## src/inc/ttf_pkg.sv

```systemverilog
// Purpose: Shared constants and types of the timing track formatter
// Assumes: 20 MHz system clock
// Notes:   Register offsets are word indices on the plain register port
package ttf_pkg;

   // Clock and timing
   localparam int unsigned CLK_NS       = 50;
   localparam int unsigned ERASE_MS     = 100;
   localparam int unsigned ERASE_CYC    = ERASE_MS * 1000 * 1000 / CLK_NS;
   localparam int unsigned SHORT_US     = 250;
   localparam int unsigned SHORT_CYC    = (SHORT_US * 1000 + CLK_NS - 1) / CLK_NS;
   localparam int unsigned LONG_US      = 350;
   localparam int unsigned LONG_CYC     = LONG_US * 1000 / CLK_NS;
   localparam int unsigned RECOVER_US   = 20;
   localparam int unsigned RECOVER_CYC  = (RECOVER_US * 1000 + CLK_NS - 1) / CLK_NS;
   localparam int unsigned CELL_NS      = 800;
   localparam logic [7:0]  QUARTER_CYC  = 8'(CELL_NS / 4 / CLK_NS);

   // Format
   localparam int unsigned ADDR_W       = 11;
   localparam int unsigned SEGMENTS     = 2048;
   localparam logic [4:0]  CELL_START   = 5'h00;
   localparam logic [4:0]  CELL_ADDR_LO = 5'h01;
   localparam logic [4:0]  CELL_ADDR_END= 5'h0b;
   localparam logic [4:0]  CELL_PARITY  = 5'h0c;
   localparam logic [4:0]  CELL_DELIM_P = 5'h0f;
   localparam logic [4:0]  CELL_DELIM_N = 5'h10;
   localparam logic [4:0]  CELL_PREARM  = 5'h13;

   // Register map
   localparam logic [3:0]  REG_CTRL     = 4'h0;
   localparam logic [3:0]  REG_STATUS   = 4'h1;
   localparam logic [3:0]  REG_ADDRESS  = 4'h2;
   localparam logic [3:0]  REG_BITCELL  = 4'h3;
   localparam int unsigned CTRL_SWITCH  = 0;
   localparam int unsigned CTRL_QTR_LSB = 8;
   localparam logic [15:0] CTRL_RESET   = {QUARTER_CYC, 8'h00};

   typedef enum logic [2:0] {
      ST_IDLE    = 3'b000,
      ST_ERASE   = 3'b001,
      ST_WRITE   = 3'b010,
      ST_RECOVER = 3'b011,
      ST_MEASURE = 3'b100,
      ST_DONE    = 3'b101
   } ttf_state_t;

   typedef struct packed {
      logic [3:0]  addr;
      logic [15:0] wdata;
      logic        wr;
      logic        rd;
   } ttf_bus_t;

   typedef struct packed {
      logic aTrack;
      logic bTrack;
      logic cTrack;
      logic writeGate;
      logic erase;
   } ttf_heads_t;

endpackage

```

## src/hdl/ttf_formatter.sv

```systemverilog
// Purpose: Timing track formatter, writes clock, address and delimiter tracks
// Assumes: One 20 MHz clock, read amplifier output arrives asynchronously
// Notes:   Head writers are NRZ flip-flops; a one is one toggle
//
// How it works
// - One revolution holds 2048 segments, addresses 0 to octal 3777.
// - Each recorded address names the following segment, read ahead by the controller.
// - Address starts with control bit one; data word starts with guard zero.
// - Address and word end with a parity bit giving even ones.
// - Address recording starts at bit-cell count 0, data bit 14.
// - Delimiter track pulses sit at bit-cell counts 15 and 16.
// - Clock, 11-bit serial address, 5-bit modulo 20 counter, gap logic, heads.
// - Shifter starts at zero, sends LSB first, recirculates into MSB.
// - Serial increment: feedback is carry XOR outgoing bit; carry preset one.
// - Write switch starts 100 ms erase delay, then init pulse.
// - Init clears shifter and counter, sets write enable which runs oscillator.
// - Oscillator drives two-flop ring counter, outputs 90 degrees apart.
// - Count 19 prearms; next pulse sets word start and gates shifter out.
// - Second ring phase writes clock track pulses 800 ns apart.
// - Count 11 sets address end, stops shifting; odd parity toggles writer.
// - Count 15 enables delimiter writing, positive then negative pulse.
// - Final-segment flag sets when address end clears with carry one.
// - After final segment arm gap prepare; next word start drops write enable.
// - Read amplifier ignored for a recovery delay after writing ends.
// - Gap timed against 250 us and 350 us: short, good or long.
// - Short or long gap restarts formatting; good gap stops, job done.
// - Sync flag sets exactly when the clock begins issuing pulses.
//
// The placing of the registers and the strobed register port are this design's own decisions.
`timescale 1ns/10ps
module ttf_formatter #(
   parameter int unsigned ERASE_CYCLES   = ttf_pkg::ERASE_CYC,
   parameter int unsigned SHORT_CYCLES   = ttf_pkg::SHORT_CYC,
   parameter int unsigned LONG_CYCLES    = ttf_pkg::LONG_CYC,
   parameter int unsigned RECOVER_CYCLES = ttf_pkg::RECOVER_CYC
) (
   // Clock and reset
   input  wire logic                clk,
   input  wire logic                sys_rst,
   // Register port
   input  wire ttf_pkg::ttf_bus_t   busReq,
   output logic [15:0]              busRdata,
   // Head electronics
   input  wire logic                readPulse,
   output ttf_pkg::ttf_heads_t      heads,
   // Status
   output logic                     syncFlag,
   output logic                     jobDone
);
   import ttf_pkg::*;

   ttf_state_t                 state;
   ttf_state_t                 next_state;
   logic                       writeSwitch;
   logic [7:0]                 quarter;
   logic [31:0]                timer;
   logic                       writeEnable;
   logic [7:0]                 tickCnt;
   logic                       ringA;
   logic                       ringB;
   logic [4:0]                 bitCell;
   logic [ADDR_W-1:0]          shifter;
   logic                       carry;
   logic                       parity;
   logic                       wordStart;
   logic                       addrEnd;
   logic                       finalSeg;
   logic                       gapPrep;
   logic                       aWr;
   logic                       bWr;
   logic                       cWr;
   logic                       delimPos;
   logic                       delimNeg;
   logic                       gapShort;
   logic                       gapGood;
   logic                       gapLong;
   logic [2:0]                 rdSync;
   logic                       readLevel;
   logic [15:0]                next_rdata;

   // Decoding and cell events
   wire initPulse  = (state == ST_ERASE) && (timer >= ERASE_CYCLES - 1);
   wire tick       = writeEnable && (32'(tickCnt) + 1 >= 32'(quarter));
   wire ringARise  = tick && !ringA && !ringB;
   wire ringBRise  = tick && ringA && !ringB;
   wire prearm     = (bitCell == CELL_PREARM);
   // The first pulse after init opens a word too, else segment zero loses its control bit
   wire [4:0] nextCell = (prearm || !syncFlag) ? CELL_START : 5'(bitCell + 5'h01);
   wire cellStart  = ringARise && (nextCell == CELL_START);
   wire cellShift  = ringARise && (nextCell >= CELL_ADDR_LO) && (nextCell <= CELL_ADDR_END);
   wire cellAEnd   = ringARise && (nextCell == CELL_ADDR_END);
   wire cellPar    = ringARise && (nextCell == CELL_PARITY);
   wire cellDelP   = ringARise && (nextCell == CELL_DELIM_P);
   wire cellDelN   = ringARise && (nextCell == CELL_DELIM_N);
   wire shiftOut   = shifter[0];
   wire feedBack   = shiftOut ^ carry;
   wire readAgree  = (rdSync[1] == rdSync[2]);
   wire readEdge   = readAgree && rdSync[1] && !readLevel;
   wire measuring  = (state == ST_MEASURE);
   wire hitShort   = measuring && readEdge && (timer < SHORT_CYCLES);
   wire hitGood    = measuring && readEdge && (timer >= SHORT_CYCLES);
   wire hitLong    = measuring && !readEdge && (timer >= LONG_CYCLES - 1);
   wire keepTimer  = (state == ST_RECOVER) && (next_state == ST_MEASURE);
   wire busWrCtrl  = busReq.wr && (busReq.addr == REG_CTRL);

   // Sequence control
   always_comb begin
      next_state = state;
      case (state)
         ST_IDLE: begin
            if (writeSwitch) begin
               next_state = ST_ERASE;
            end
         end
         ST_ERASE: begin
            if (initPulse) begin
               next_state = ST_WRITE;
            end
         end
         ST_WRITE: begin
            if (!writeEnable) begin
               next_state = ST_RECOVER;
            end
         end
         ST_RECOVER: begin
            // The amplifier is still settling from write current here
            if (timer >= RECOVER_CYCLES - 1) begin
               next_state = ST_MEASURE;
            end
         end
         ST_MEASURE: begin
            if (hitShort || hitLong) begin
               next_state = ST_ERASE;
            end else if (hitGood) begin
               next_state = ST_DONE;
            end
         end
         ST_DONE: begin
            next_state = ST_DONE;
         end
         default: begin
            next_state = ST_IDLE;
         end
      endcase
      if (!writeSwitch) begin
         next_state = ST_IDLE;
      end
   end

   always_ff @(posedge clk or posedge sys_rst) begin
      if (sys_rst) begin
         state <= ST_IDLE;
         timer <= 32'h0000_0000;
      end else begin
         state <= next_state;
         timer <= (next_state != state && !keepTimer) ? 32'h0000_0000 : 32'(timer + 1);
      end
   end

   // Registers
   always_ff @(posedge clk or posedge sys_rst) begin
      if (sys_rst) begin
         writeSwitch <= CTRL_RESET[CTRL_SWITCH];
         quarter     <= CTRL_RESET[CTRL_QTR_LSB +: 8];
      end else if (busWrCtrl) begin
         writeSwitch <= busReq.wdata[CTRL_SWITCH];
         quarter     <= busReq.wdata[CTRL_QTR_LSB +: 8];
      end
   end

   always_comb begin
      if (busReq.addr == REG_CTRL) begin
         next_rdata = {quarter, 7'h00, writeSwitch};
      end else if (busReq.addr == REG_STATUS) begin
         next_rdata = {3'h0, delimNeg, delimPos, state, gapPrep, finalSeg, gapLong,
                       gapGood, gapShort,
                       syncFlag, writeEnable, wordStart};
      end else if (busReq.addr == REG_ADDRESS) begin
         next_rdata = {5'h00, shifter};
      end else if (busReq.addr == REG_BITCELL) begin
         next_rdata = {11'h000, bitCell};
      end else begin
         next_rdata = 16'h0000;
      end
   end

   always_ff @(posedge clk or posedge sys_rst) begin
      if (sys_rst) begin
         busRdata <= 16'h0000;
      end else begin
         busRdata <= busReq.rd ? next_rdata : 16'h0000;
      end
   end

   // Write enable gates the oscillator, so all tracks stop together at the gap
   always_ff @(posedge clk or posedge sys_rst) begin
      if (sys_rst) begin
         writeEnable <= 1'b0;
      end else if (initPulse) begin
         writeEnable <= 1'b1;
      end else if ((cellStart && gapPrep) || !writeSwitch) begin
         writeEnable <= 1'b0;
      end
   end

   // Divider restarts at init so every run begins on the same phase
   always_ff @(posedge clk or posedge sys_rst) begin
      if (sys_rst) begin
         tickCnt <= 8'h00;
      end else begin
         tickCnt <= (initPulse || tick) ? 8'h00 : 8'(tickCnt + 8'h01);
      end
   end

   // Two-flop ring, a quarter cell apart
   always_ff @(posedge clk or posedge sys_rst) begin
      if (sys_rst) begin
         ringA <= 1'b0;
         ringB <= 1'b0;
      end else if (initPulse) begin
         ringA <= 1'b0;
         ringB <= 1'b0;
      end else if (tick) begin
         ringA <= !ringB;
         ringB <= ringA;
      end
   end

   // Sync marks the very first oscillator pulse after init
   always_ff @(posedge clk or posedge sys_rst) begin
      if (sys_rst) begin
         syncFlag <= 1'b0;
      end else if (initPulse) begin
         syncFlag <= 1'b0;
      end else if (tick) begin
         syncFlag <= 1'b1;
      end
   end

   // Bit-cell counter and serial address shifter
   always_ff @(posedge clk or posedge sys_rst) begin
      if (sys_rst) begin
         bitCell <= 5'h00;
         shifter <= '0;
         carry   <= 1'b1;
      end else if (initPulse) begin
         bitCell <= 5'h00;
         shifter <= '0;
         carry   <= 1'b1;
      end else if (ringARise) begin
         bitCell <= nextCell;
         if (cellStart) begin
            carry <= 1'b1;
         end else if (cellShift) begin
            shifter <= {feedBack, shifter[ADDR_W-1:1]};
            carry   <= carry & shiftOut;
         end
      end
   end

   // Segment flags
   always_ff @(posedge clk or posedge sys_rst) begin
      if (sys_rst) begin
         wordStart <= 1'b0;
         addrEnd   <= 1'b0;
         finalSeg  <= 1'b0;
         gapPrep   <= 1'b0;
         parity    <= 1'b0;
      end else if (initPulse) begin
         wordStart <= 1'b0;
         addrEnd   <= 1'b0;
         finalSeg  <= 1'b0;
         gapPrep   <= 1'b0;
         parity    <= 1'b0;
      end else if (cellStart) begin
         wordStart <= 1'b1;
         addrEnd   <= 1'b0;
         parity    <= 1'b1;
         if (addrEnd && carry) begin
            finalSeg <= 1'b1;
         end
      end else if (cellShift) begin
         parity <= parity ^ shiftOut;
         if (cellAEnd) begin
            addrEnd <= 1'b1;
            if (finalSeg) begin
               gapPrep <= 1'b1;
            end
         end
      end else if (cellPar) begin
         wordStart <= 1'b0;
      end
   end

   // Track writers; a one reverses the head current
   always_ff @(posedge clk or posedge sys_rst) begin
      if (sys_rst) begin
         aWr <= 1'b0;
      end else if (ringBRise) begin
         aWr <= !aWr;
      end
   end

   // Address track: control bit, address bits, then parity
   always_ff @(posedge clk or posedge sys_rst) begin
      if (sys_rst) begin
         bWr <= 1'b0;
      end else begin
         if (cellStart) begin
            bWr <= !bWr;
         end else if (cellShift && shiftOut) begin
            bWr <= !bWr;
         end else if (cellPar && parity) begin
            bWr <= !bWr;
         end
      end
   end

   // Delimiter track, with one-clock strobes of each edge
   always_ff @(posedge clk or posedge sys_rst) begin
      if (sys_rst) begin
         cWr      <= 1'b0;
         delimPos <= 1'b0;
         delimNeg <= 1'b0;
      end else begin
         delimPos <= cellDelP;
         delimNeg <= cellDelN;
         if (cellDelP) begin
            cWr <= 1'b1;
         end else if (cellDelN) begin
            cWr <= 1'b0;
         end
      end
   end

   // Read amplifier input; first stage feeds only the second
   always_ff @(posedge clk or posedge sys_rst) begin
      if (sys_rst) begin
         rdSync    <= 3'b000;
         readLevel <= 1'b0;
      end else begin
         rdSync <= {rdSync[1:0], readPulse};
         if (readAgree) begin
            readLevel <= rdSync[1];
         end
      end
   end

   // Gap result, held for the operator until the next measurement
   always_ff @(posedge clk or posedge sys_rst) begin
      if (sys_rst) begin
         gapShort <= 1'b0;
         gapGood  <= 1'b0;
         gapLong  <= 1'b0;
      end else if (state == ST_RECOVER) begin
         gapShort <= 1'b0;
         gapGood  <= 1'b0;
         gapLong  <= 1'b0;
      end else begin
         if (hitShort) begin
            gapShort <= 1'b1;
         end
         if (hitGood) begin
            gapGood <= 1'b1;
         end
         if (hitLong) begin
            gapLong <= 1'b1;
         end
      end
   end

   // The guard bit is a zero on data tracks, so no data head is ever driven here
   assign heads.aTrack    = aWr;
   assign heads.bTrack    = bWr;
   assign heads.cTrack    = cWr;
   assign heads.writeGate = writeEnable;
   assign heads.erase     = (state == ST_ERASE);
   assign jobDone         = (state == ST_DONE);

endmodule

```

## config.mk

```make
export PLATFORM = sky130hd
export DESIGN_NAME = ttf_formatter
export DESIGN_NICKNAME = d
export VERILOG_FILES = /design/src/inc/ttf_pkg.sv /design/src/hdl/ttf_formatter.sv
export SDC_FILE = /design/constraint.sdc
export NUM_CORES = 1
export LEC_CHECK = 0
export BUFFER_PORTS_ARGS = -buffer_cell sky130_fd_sc_hd__buf_2
export CAP_MARGIN = 20
export CORE_UTILIZATION = 45
export DETAILED_ROUTE_END_ITERATION = 6
export GPL_ROUTABILITY_DRIVEN = 0
export PLACE_DENSITY_LB_ADDON = 0.2
export SYNTH_ARGS = -nofsm -noshare
export SYNTH_HDL_FRONTEND = slang
export SYNTH_SLANG_ARGS = --single-unit
```

## constraint.sdc

```tcl
create_clock -name clk -period 6.5 [get_ports clk]
set_input_delay 0 -clock clk [delete_from_list [all_inputs] [get_ports clk]]
set_output_delay 0 -clock clk [all_outputs]
set_load 0.01 [all_outputs]
```

* After elaboration in Yosys (flattened, before gate mapping)
Cells that the tools add are included.
** Word-level totals
- Flip-flop bits (word level) :: 106
- Input bits :: 25
** Cells by class
- Add/sub/neg operators :: 4
- $lt $le $gt $ge :: 8
- Equal/unequal tests :: 18
- Muxes and demuxes :: 63
- Bitwise operators :: 3
- Reduce and logical (&&, ||, !) cells :: 65
** Operator list (count)
- greater-or-equal comparator 32 x 13 -> 1 bit (second input constant) :: 2
- 2-to-1 mux 11 bit :: 5
- 2-to-1 mux 1 bit :: 42
- adder 32 x 1 -> 32 bit (second input constant) :: 1
- greater-or-equal comparator 32 x 21 -> 1 bit (second input constant) :: 1
- greater-or-equal comparator 32 x 9 -> 1 bit (second input constant) :: 1
- less-than comparator 32 x 13 -> 1 bit (second input constant) :: 1
- 2-to-1 mux 16 bit :: 2
- 2-to-1 mux 32 bit :: 1
- logical AND 1 bit :: 27
- nonzero test 2 bit :: 12
- 2-to-1 mux 5 bit :: 4
- 2-to-1 mux 3 bit :: 6
- case mux 3 bit (6 select lines) :: 1
- == test 5 x 4 -> 1 bit (second input constant) :: 3
- 2-to-1 mux 13 bit :: 1
- nonzero test 3 bit :: 4
- == test 5 bit (second input constant) :: 2
- adder 8 x 1 -> 9 bit (second input constant) :: 1
- == test 3 bit (second input constant) :: 3
- greater-or-equal comparator 9 x 8 -> 1 bit :: 1
- zero test 1 bit :: 9
- adder 8 x 1 -> 8 bit (second input constant) :: 1
- == test 4 x 2 -> 1 bit (second input constant) :: 2
- other kinds (20) :: 28

* Logic depth before layout (Yosys ltp)
Gate-level depths: netlist of run 1.
- Depth after elaboration :: 15
- Depth in mapped cells :: 14

* Worst setup path after synthesis of run 1
Ideal clock, no wire load.
- Path type :: register to register
- From :: register tickCnt[0]
- To :: register shifter[0]
- Library setup time :: 121 ps
- Arrival :: 2955 ps
- Data required time :: 6379 ps
- Path slack :: 3424 ps
- Stages on the path, launching flop included :: 13
- Path buffers :: 1
- Clock period less this slack :: 3076 ps
- Cells stage by stage :: dfrtp_1 > ha_1 > nand2_1 > nor2_1 > xor2_1 > ha_1 > nand3_1 > o31ai_1 > nand3_1 > a211oi_1 > nor2_1 > clkbuf_1 > a22o_1
** On the way
- Cells in the longest elaborated chain, start to end :: 9
** RTL lines
- from (decl) :: RTL line ttf_formatter.sv:58 : logic [7:0] tickCnt;
- from (signal assigned) :: RTL line ttf_formatter.sv:211 : tickCnt <= (initPulse || tick) ? 8'h00 : 8'(tickCnt + 8'h01);
- adder 8 x 1 -> 9 bit (*) :: RTL line ttf_formatter.sv:83 : wire tick = writeEnable && (32'(tickCnt) + 1 >= 32'(quarter));
- greater-or-equal comparator 9 x 8 -> 1 bit (*) :: RTL line ttf_formatter.sv:83
- logical AND 1 bit (*) :: RTL line ttf_formatter.sv:83
- logical AND 1 bit (*) (2 in a row) :: RTL line ttf_formatter.sv:84 : wire ringARise = tick && !ringA && !ringB;
- logical AND 1 bit (2 in a row) :: RTL line ttf_formatter.sv:90 : wire cellShift = ringARise && (nextCell >= CELL_ADDR_LO) && (nextCell <= CELL_ADDR_END);
- nonzero test 2 bit (no line)
- AND reduction 3 bit (no line) (*)
- to (signal assigned) :: RTL line ttf_formatter.sv:255 : shifter <= {feedBack, shifter[ADDR_W-1:1]};
- to (decl) :: RTL line ttf_formatter.sv:62 : logic [ADDR_W-1:0] shifter;
Every way passes the cells marked *; elsewhere a longest branch is shown, timed or not.
A chain may end at the register's enable or synchronous reset.

* Worst setup path in the final report of run 1
- From :: register tickCnt[0]
- To :: register shifter[7]
The elaborated chain is that of the path after synthesis.

==> results of run 1 <==
==> sequential cells by signal (all words and copies together) (netlist names), 3 cells and up <==
signal,cells
state,3
tickCnt,8
rdSync,3
bitCell,5
shifter,11
busRdata,16
timer,32
quarter,8
==> worst max-delay path, stage by stage, from the launching register on <==
cell and delay [ns]:
dfrtp_1 0.42, ha_1 0.24, nand2_1 0.07, nor2_1 0.16, xor2_1 0.11, ha_1 0.32, nand3_1 0.12, o31ai_1 0.48
nand3_1 0.54, a211oi_1 0.77, nor2_1 0.38, a22o_1 0.32
==> power groups by stage <==
stage	Sequential [µW]	Combinational, µW	Clock [µW]
after floorplan	718	145	0
after global placement	730	159	0
after detailed placement	731	164	0
after CTS	718	171	582
after global routing	724	193	607
final	718	167	566
==> logic make-up (layout without fill, tap and decap cells) <==
kind of cell,Yosys count,in the layout,share of synthesized area
muxes,15,15,0.0308
xor gates and xnor gates,41,41,0.0675
DFF,106,106,0.499
AOI/OAI and AO/OA,94,94,0.127
and+or+nand+nor,227,227,0.205
buffers and inverters,44,94,0.0383
adders and majority gates,14,14,0.0329
==> worst min-delay path by stage <==
stage | from | endpoint | slack, ns | cells past startpoint
2_1_floorplan | readPulse | rdSync[0] | 0.03 | 0
3_3_place_gp | sys_rst | quarter[5] | 0.1 | 2
3_5_place_dp | sys_rst | busRdata[13] | 0.11 | 2
4_1_cts | busReq[20] | busRdata[11] | 0.01 | 4
5_1_grt | busReq[20] | busRdata[11] | 0.05 | 4
6_report | busReq[20] | busRdata[11] | 0.03 | 4
==> per-layer routing <==
layer,up-vias,share of wire
met5,-,0
met3,16,0.038
li1,1974,-
met2,76,0.46
met1,1907,0.48
met4,0,0.022
==> per-stage QoR <==
| step | util | total power [µW] | worst slack, ns |
|---|---|---|---|
| floorplan | - | 863 | 3.42 |
| global placement | 0.488 | 889 | 2.61 |
| detailed placement | 0.488 | 895 | 2.51 |
| CTS | 0.526 | 1470 | 2.46 |
| global route | 0.526 | 1520 | 2.12 |
| finish | 0.526 | 1450 | 2.45 |
==> what timing repair did <==
item,in CTS,in global routing
hold buffers,13,0
endpoints found under the hold margin,59,0
endpoints found under the setup margin,0,0
==> cell usage after synthesis (5+ instances only) <==
cell type	count	area, µm²
xnor2_1	17	149
mux2_2	11	124
nand2_1	53	199
dfrtp_1	104	2600
clkbuf_1	12	45.0
and3_1	23	144
o22ai_1	5	31.3
nor3_1	10	50.1
nor4_1	6	37.5
nand3_1	19	95.1
a22o_1	12	105
nor2_1	82	308
ha_1	14	175
a21oi_1	28	140
inv_1	23	86.3
o21ai_0	9	45.0
nand2b_1	7	43.8
nor2b_1	7	43.8
xor2_1	24	210
==> layout make-up <==
cell class	instances	share of cell area
repair buffers	54	0.0560
clock buffers	10	0.0396
multi-input cells	391	0.408
clock inverters	6	0.0120
well taps	143	0.0296
inverters	24	0.0153
flip-flops and latches	106	0.440
==> run metrics, run 1 <==
overall die width between 100 and 150 µm; number of synthesis warnings 0; logic gate share of total power 0.115; leading cell type in the layout, fill and taps excluded dfrtp_1; total global routing track utilization 0.194; start of the worst register-to-register path tickCnt[0]; length of the first detailed-routing pass in iterations 4; Power Density 241 nW/µm²; wire length of the first global-routing pass between 15 and 20 mm; relative max-transition margin 0.451; antenna diode instance count 0; RSZ-0062 raised after global routing no; most used routing layer in global routing met2; register share of total power 0.495; Max Fanout on Critical Path 17; fin crit period between 4 and 5 ns; EDFF count, synth 0; GRT Residual Overflow 0; reg2reg setup slack approximately 2.4 ns; DRC errors left 0; number of buffers added on ports 40; via/cell ratio around 5.4; die outline area around 12,000 µm²; element type at the critical path end flip-flop; Hold WS 0.0318 ns; ratio of cells with drive above 1 in the final layout 0.140; final cycle utilization of the critical path 0.623; antenna violations before repair 0; CTS clock-pin slew for the worst setup and hold paths 0.07 ns; final number of hold-violating endpoints 0; data required time at the worst endpoint 6.74 ns; maximum vdd drop approximately 0.25 mV; effective utilization at floorplan 0.464; run status finished, final reports clean; H-tree levels 3; number of sinks on the clock net ~110; height of the die 111 µm; post-synthesis sequential area ratio 0.499; maximum clock frequency ~250 MHz; clock tree buffer depth 2; Int Pwr ~1100 µW; met3 global-route usage 0.0541; boundary pin count 48; clock insertion delay at the later pin of the skew report around 0.36 ns; maximum number of pins on one net before global-route repair 61; placed cells roughly 700; placed inst area roughly 5600 µm²; count of different cell masters after synthesis a little under 60; element type at the critical path start flip-flop; Setup Buffers After CTS 0; fraction of met2 tracks used by global routing 0.299; Mapped Cells roughly 540; number of pins exceeding their max-slew limit in the final report 0; worst setup path category flip-flop to flip-flop; most frequent cells in the layout dfrtp_1 (104), nor2_1 (82), nand2_1 (53), buf_2 (40), a21oi_1 (28); pin slew with the least headroom to its limit approximately 0.82 ns; switching power of the nets approximately 390 µW; violation count after the first detailed-route iteration roughly 270; beginning of the critical path tickCnt[0]; R2R cell count 11; Sum Neg Setup Slack 0 ns; Post-Synthesis Mean Instance Area 9.83 µm²; Mapped Area between 5000 and 6000 µm²; number of buffers added by the clock tree synthesis step 9; Critical Path End shifter[7]; area of all placed cells without fillers around 6000 µm²; Static Leak 0.00285 µW; row cnt 39; Detailed Route WL between 10 and 15 mm; switching portion of total power 0.265; layout net count ~630; routed vias slightly below 4,000; Resized Gates After CTS 0; vias in the first global route 3,856; Setup violations, final 0; register cell area after layout between 2000 and 3000 µm²; dpl hpwl approximately 7.7 mm; main flop type after synthesis dfrtp_1; number of filler instances in the final layout just over 1,000; count of non-filler cells in the finished layout 734; reg2reg end shifter[7]; clock share of power 0.390; worst clock skew on the final layout 0.0109 ns; buffer cell driving the clock tree root clkbuf_16; area added between synthesis and finish 13.5%; net count after synthesis 580; max capacitance violation total 0; GR Util met1 0.261; ANT nets after route 0; Tightest Hold Check Type input pin to flip-flop; async set-or-reset flop fraction in the synthesized netlist 1.00; data arrival time of the critical path 4.29 ns; CTS tree yes; flop and latch count out of synthesis 106; Core ar. about 11,000 µm²; detail-routed net length per standard cell 15.0 µm; area used by multi-input combinational logic between 2000 and 2500 µm²
(Power assumes the default switching activity.)
==> run 2, diff against run 1 <==
--- a/config.mk
+++ b/config.mk
@@ -5,6 +5,7 @@
 export SDC_FILE = /design/constraint.sdc
 export NUM_CORES = 1
 export LEC_CHECK = 0
+export ABC_AREA = 1
 export BUFFER_PORTS_ARGS = -buffer_cell sky130_fd_sc_hd__buf_2
 export CAP_MARGIN = 20
 export CORE_UTILIZATION = 45
==> constraint.sdc (replaced) <==
create_clock -name clk -period 3.3 [get_ports clk]
set_input_delay 0 -clock clk [delete_from_list [all_inputs] [get_ports clk]]
set_output_delay 0 -clock clk [all_outputs]
set_load 0.01 [all_outputs]
==> run metrics, run 2 <==
top cell types by occurrence after synthesis inv_1 (113), nand2_1 (109), dfrtp_1 (104); overall die width ~120 µm; Biggest register timer; detail-routed net length per standard cell between 10 and 15 µm; number of buffers added by the clock tree synthesis step 9; Setup violations, final 0; area fraction in and, or, nand and nor cells after synthesis 0.244; Static Leak 0.00332 µW; number of buffers added on ports 40; relative max-transition margin 0.509; maximum vdd drop between 0.2 and 0.3 mV; Mapped Area 5910 µm²; length of the first detailed-routing pass in iterations 5; post-synthesis sequential area ratio 0.449; Core ar. around 13,000 µm²; ANT nets after route 0; run status finished, final reports clean; row cnt 41; element type at the critical path start flip-flop; number of filler instances in the final layout around 1,300; Post-Synthesis Mean Instance Area ~8.3 µm²; layout net count between 800 and 900; registers with the most flip-flops timer: 32 flops, busRdata: 16 flops, shifter: 11 flops; CTS tree yes; Tightest Hold Check Type input pin to flip-flop; wire length of the first global-routing pass between 20 and 25 mm; area added between synthesis and finish 13.2%; Max Fanout on Critical Path 10; ratio of cells with drive above 1 in the final layout 0.172; main combinational cell family by area after synthesis simple AND/OR/NAND/NOR gates; leading cell type in the layout, fill and taps excluded inv_1; share of synthesized cell area in full adder, half adder and majority cells 0.0296; maximum clock frequency 342 MHz; async set-or-reset flop fraction in the synthesized netlist 1.00; number of sinks on the clock net between 100 and 150; effective utilization at floorplan 0.464; violation count after the first detailed-route iteration ~220; count of non-filler cells in the finished layout approximately 940; final number of hold-violating endpoints 0; data arrival time of the critical path roughly 3.2 ns; DRC errors left 0; element type at the critical path end flip-flop; top cells by area, synth dfrtp_1 (44%), inv_1 (7.2%), nand2_1 (6.9%); worst setup path category flip-flop to flip-flop; EDFF count, synth 0; worst clock skew on the final layout 0.00468 ns; CTS clock-pin slew for the worst setup and hold paths about 0.070 ns; count of different cell masters after synthesis 42; start of the worst register-to-register path tickCnt[0]; count of cells along the worst hold path 6; number of pins exceeding their max-slew limit in the final report 0; Detailed Route WL 12.8 mm; maximum number of pins on one net before global-route repair between 60 and 70; vias in the first global route around 4,700; fin crit period 2.93 ns; boundary pin count 48; area used by multi-input combinational logic 2690 µm²; final cycle utilization of the critical path 0.887; total global routing track utilization 0.211; H-tree levels 3; main flop type after synthesis dfrtp_1; RSZ-0062 raised after global routing no; height of the die between 100 and 150 µm; largest area contributor in the netlist dfrtp_1; max reg flops 32; routed vias roughly 4,800; most frequent cells in the layout inv_1 (112), nand2_1 (109), dfrtp_1 (104), nor2_1 (89), nand3_1 (44); GRT Residual Overflow 0; share of the synthesized area in compound gates (AO/OA/AOI/OAI) 0.115; antenna violations before repair 0; antenna diode instance count 0; max capacitance violation total 0; beginning of the critical path tickCnt[0]; dpl hpwl around 9.6 mm; most frequently used cell type in the post-synthesis netlist inv_1; Mapped Cells roughly 720; hold path startpoint busReq[20]; Core Util, Final 0.526; portion of synthesized cell area occupied by the leading cell type 0.440; Power Density 419 nW/µm²; xor and xnor fraction of the mapped netlist area 0.0578; flop and latch count out of synthesis around 110; R2R cell count 18; placed cells 915; die outline area between 10,000 and 15,000 µm²; pin slew with the least headroom to its limit 0.737 ns; net count after synthesis about 750; register cell area after layout roughly 2700 µm²; buffer cell driving the clock tree root clkbuf_16; clock insertion delay at the later pin of the skew report between 0.3 and 0.4 ns; clock tree buffer depth 2; data required time at the worst endpoint about 3.6 ns; multiplexer share of the synthesized area 0.00572; Sum Neg Setup Slack 0 ns; number of synthesis warnings 0; via/cell ratio 5.06
[run 2: area by class of cell]
| class | count | area share |
|---|---|---|
| Clock buffer | 12 | 0.0369 |
| Inverter | 119 | 0.0672 |
| Clock inverter | 4 | 0.00767 |
| Multi-Input combinational cell | 471 | 0.402 |
| Sequential cell | 106 | 0.397 |
| Timing Repair Buffer | 60 | 0.0572 |
| Tap cell | 172 | 0.0322 |
[run 2: kinds of logic (layout without fill, tap and decap cells)]
group / count (synthesis) / in the layout
AND/OR/NAND/NOR: 311 / 311
buffers and inverters: 138 / 195
flip-flops: 106 / 106
AO/OA/AOI/OAI: 104 / 104
XOR/XNOR: 39 / 39
adder cells (fa/ha/maj): 14 / 14
multiplexers: 3 / 3
[run 2: worst max-delay path: stages, from the launching register on]
cell,delay (ns)
dfrtp_1,0.40
ha_1,0.18
nand2_1,0.10
nor2_4,0.13
nand3_1,0.13
xor2_2,0.18
inv_1,0.06
ha_1,0.30
nand2_1,0.05
nand3b_1,0.16
nand3b_1,0.18
nand3_1,0.13
nand3_1,0.12
nor2_2,0.14
buf_4,0.19
nand2_4,0.09
inv_1,0.06
nand2_1,0.08
o22ai_1,0.13
[run 2: what timing repair did]
action | in CTS | in global routing
resized for setup | 0 | 3
hold endpoints to repair | 74 | 0
endpoints found under the setup margin | 0 | 12
hold buffers | 13 | 0
buffers inserted | 0 | 0
[run 2: power by group]
group          total (µW)  switching [µW]  internal (µW)
registers            1390            42.9           1350
logic                 337             226            111
clock network        1070             462            610
total                2800             731           2070
[run 2: per-stage QoR]
stage               instance area (µm²)  power, µW  setup slack (ns)  hold slack (ns)
CTS                                6670       2840             0.217           0.0302
global route                       6690       2950            0.0221           0.0762
floorplan                          5910       1700             0.514           0.0314
finish                             6690       2800             0.374           0.0433
detailed placement                 6240       1750             0.250            0.109
global placement                   6240       1740             0.376            0.110
[run 2: worst paths after layout]
| check | end | slack (ns) |
|---|---|---|
| min reg2reg | rdSync[1] | 0.35 |
| min in group asynchronous | tickCnt[1] | 0.33 |
| max reg2reg | finalSeg | 0.37 |
| max in group asynchronous | bitCell[2] | 2.17 |
| min | busRdata[11] | 0.04 |
| max | finalSeg | 0.37 |
[run 2: routing by layer]
| layer | routed length (µm) | track usage |
|---|---|---|
| met5 | 0 | 0 |
| met4 | 242 | 0.0667 |
| met3 | 445 | 0.0472 |
| met2 | 6450 | 0.369 |
| met1 | 5650 | 0.259 |
==> run 3, diff against run 2 <==
--- a/config.mk
+++ b/config.mk
@@ -8,7 +8,7 @@
 export ABC_AREA = 1
 export BUFFER_PORTS_ARGS = -buffer_cell sky130_fd_sc_hd__buf_2
 export CAP_MARGIN = 20
-export CORE_UTILIZATION = 45
+export CORE_UTILIZATION = 50
 export DETAILED_ROUTE_END_ITERATION = 6
 export GPL_ROUTABILITY_DRIVEN = 0
 export PLACE_DENSITY_LB_ADDON = 0.2
==> run metrics, run 3 (synthesized netlist as in run 2, its figures left out) <==
registers with the most flip-flops timer: 32 flops, busRdata: 16 flops, shifter: 11 flops; buffer cell driving the clock tree root clkbuf_16; length of the first detailed-routing pass in iterations 4; row cnt 39; number of filler instances in the final layout ~1,000; ratio of cells with drive above 1 in the final layout 0.171; detail-routed net length per standard cell roughly 14 µm; die outline area approximately 12,000 µm²; height of the die between 100 and 150 µm; reg2reg setup slack slightly below 0.3 ns; register cell area after layout 2660 µm²; number of buffers added by the clock tree synthesis step 9; antenna violations before repair 0; CTS clock-pin slew for the worst setup and hold paths about 0.070 ns; worst setup path category flip-flop to flip-flop; PnR worst setup slack roughly 0.29 ns; count of cells along the worst hold path 6; Hold WS 0.0550 ns; Setup Slack @ Placement between 0.2 and 0.25 ns; fin crit period between 3 and 4 ns; H-tree levels 3; max reg flops 32; number of pins exceeding their max-slew limit in the final report 0; RSZ-0062 raised after global routing no; reg2reg end finalSeg; total global routing track utilization 0.224; maximum clock frequency around 330 MHz; final number of hold-violating endpoints 0; relative max-transition margin 0.521; vias in the first global route between 4,000 and 5,000; leading cell type in the layout, fill and taps excluded inv_1; antenna diode instance count 0; Max Fanout on Critical Path 10; worst clock skew on the final layout about 0.0084 ns; Core ar. 11,500 µm²; effective utilization at floorplan 0.515; most frequent cells in the layout inv_1 (112), nand2_1 (109), dfrtp_1 (104), nor2_1 (89), nand3_1 (44); clock tree buffer depth 2; boundary pin count between 40 and 50; DRC errors left 0; area of all placed cells without fillers 6690 µm²; endpoint with the worst hold slack busRdata[12]; CTS tree yes; crit path max-delay cell type dfrtp_1; start of the worst register-to-register path tickCnt[0]; fraction of met2 tracks used by global routing 0.382; Sum Neg Setup Slack 0 ns; via/cell ratio 5.30; maximum number of pins on one net before global-route repair 80; element type at the critical path end flip-flop; layout net count between 800 and 900; most used routing layer in global routing met2; placed inst area between 6000 and 7000 µm²; hold path startpoint busReq[20]; number of sinks on the clock net 106; area added between synthesis and finish 13.3%; wire length of the first global-routing pass 22.0 mm; clock insertion delay at the later pin of the skew report approximately 0.36 ns; run status finished, final reports clean; Detailed Route WL around 13 mm; maximum single-stage delay on the critical path ~0.4 ns; violation count after the first detailed-route iteration between 200 and 300; ANT nets after route 0; ordered cell list for the critical path ha_1 > nand2_1 > nor2_4 > nand3_1 > xor2_1 > inv_1 > ha_1 > nand2_1 > nand3b_1 > nand3b_1 > nand3_1 > nand3_1 > nor2_2 > buf_4 > nand2_4 > inv_1 > nand2_1 > o22ai_1; Static Leak ~0.0033 µW; Setup Buffers After CTS 0; Total Power roughly 2900 µW; data arrival time of the critical path around 3.3 ns; area used by multi-input combinational logic between 2000 and 3000 µm²; Biggest register timer; data required time at the worst endpoint around 3.6 ns; Setup violations, final 0; GR Util met1 0.275; overall die width between 100 and 150 µm; Tightest Hold Check Type input pin to flip-flop; element type at the critical path start flip-flop; beginning of the critical path tickCnt[0]; routed vias 4,841; Power Density 437 nW/µm²; pin slew with the least headroom to its limit about 0.71 ns; number of buffers added on ports 40; R2R cell count 18; dpl hpwl about 9.4 mm; GRT Residual Overflow 0; met3 global-route usage 0.0530; maximum vdd drop roughly 0.4 mV; max capacitance violation total 0; final cycle utilization of the critical path 0.913
-- run 3: cell count changes in the layout (fill, tap and decap cells not counted), sizes merged --
cell      change
clkinv        -2
buf           -1
bufinv        +1
clkbuf        -1
clkinvlp      +1
inv           +1
-- run 3: final cells by class --
type / count / share of cell area
clock buffers: 11 / 0.0363
repair buffers: 59 / 0.0596
clock inverters: 5 / 0.0129
multi-input cells: 471 / 0.401
inverters: 119 / 0.0671
well taps: 143 / 0.0267
flip-flops and latches: 106 / 0.397
-- run 3: critical path, delay by kind of cell, from the launching register on --
kind	cells	cell delay, ns
simple gates	11	1.38
fa+ha+maj	2	0.50
flops	1	0.40
buf+inv	3	0.34
xor+xnor	1	0.19
compound gates	1	0.14
-- run 3: worst max path at each step --
| stage | to |
|---|---|
| floorplan | aWr |
| global placement | shifter[4] |
| detailed placement | shifter[6] |
| CTS | shifter[6] |
| global route | finalSeg |
| finish | finalSeg |
-- run 3: through the flow --
step	util	std cells
finish	0.584	914
global route	0.584	914
CTS	0.580	913
detailed placement	0.540	884
global placement	0.540	884
floorplan	-	715
-- run 3: repair_timing --
action                     4_1_cts  5_1_grt
hold endpoints to repair        93        0
setup endpoints to repair        0       12
resized for setup                0        3
hold buffers                    13        0
-- run 3: layer usage --
layer / share of wire / vias to the layer above / routed length (µm)
li1: - / 2385 / -
met1: 0.43 / 2315 / 5580
met2: 0.50 / 115 / 6470
met3: 0.046 / 26 / 596
met4: 0.020 / 0 / 264
met5: 0 / - / 0
-- run 3: power breakdown --
| group | total (µW) | leakage (µW) | switching (µW) | internal (µW) |
|---|---|---|---|---|
| Sequential | 1400 | 0.00142 | 44.5 | 1350 |
| Clock | 1180 | 0.000154 | 488 | 691 |
| Combinational | 348 | 0.00176 | 234 | 115 |
| Total | 2920 | 0.00333 | 766 | 2160 |
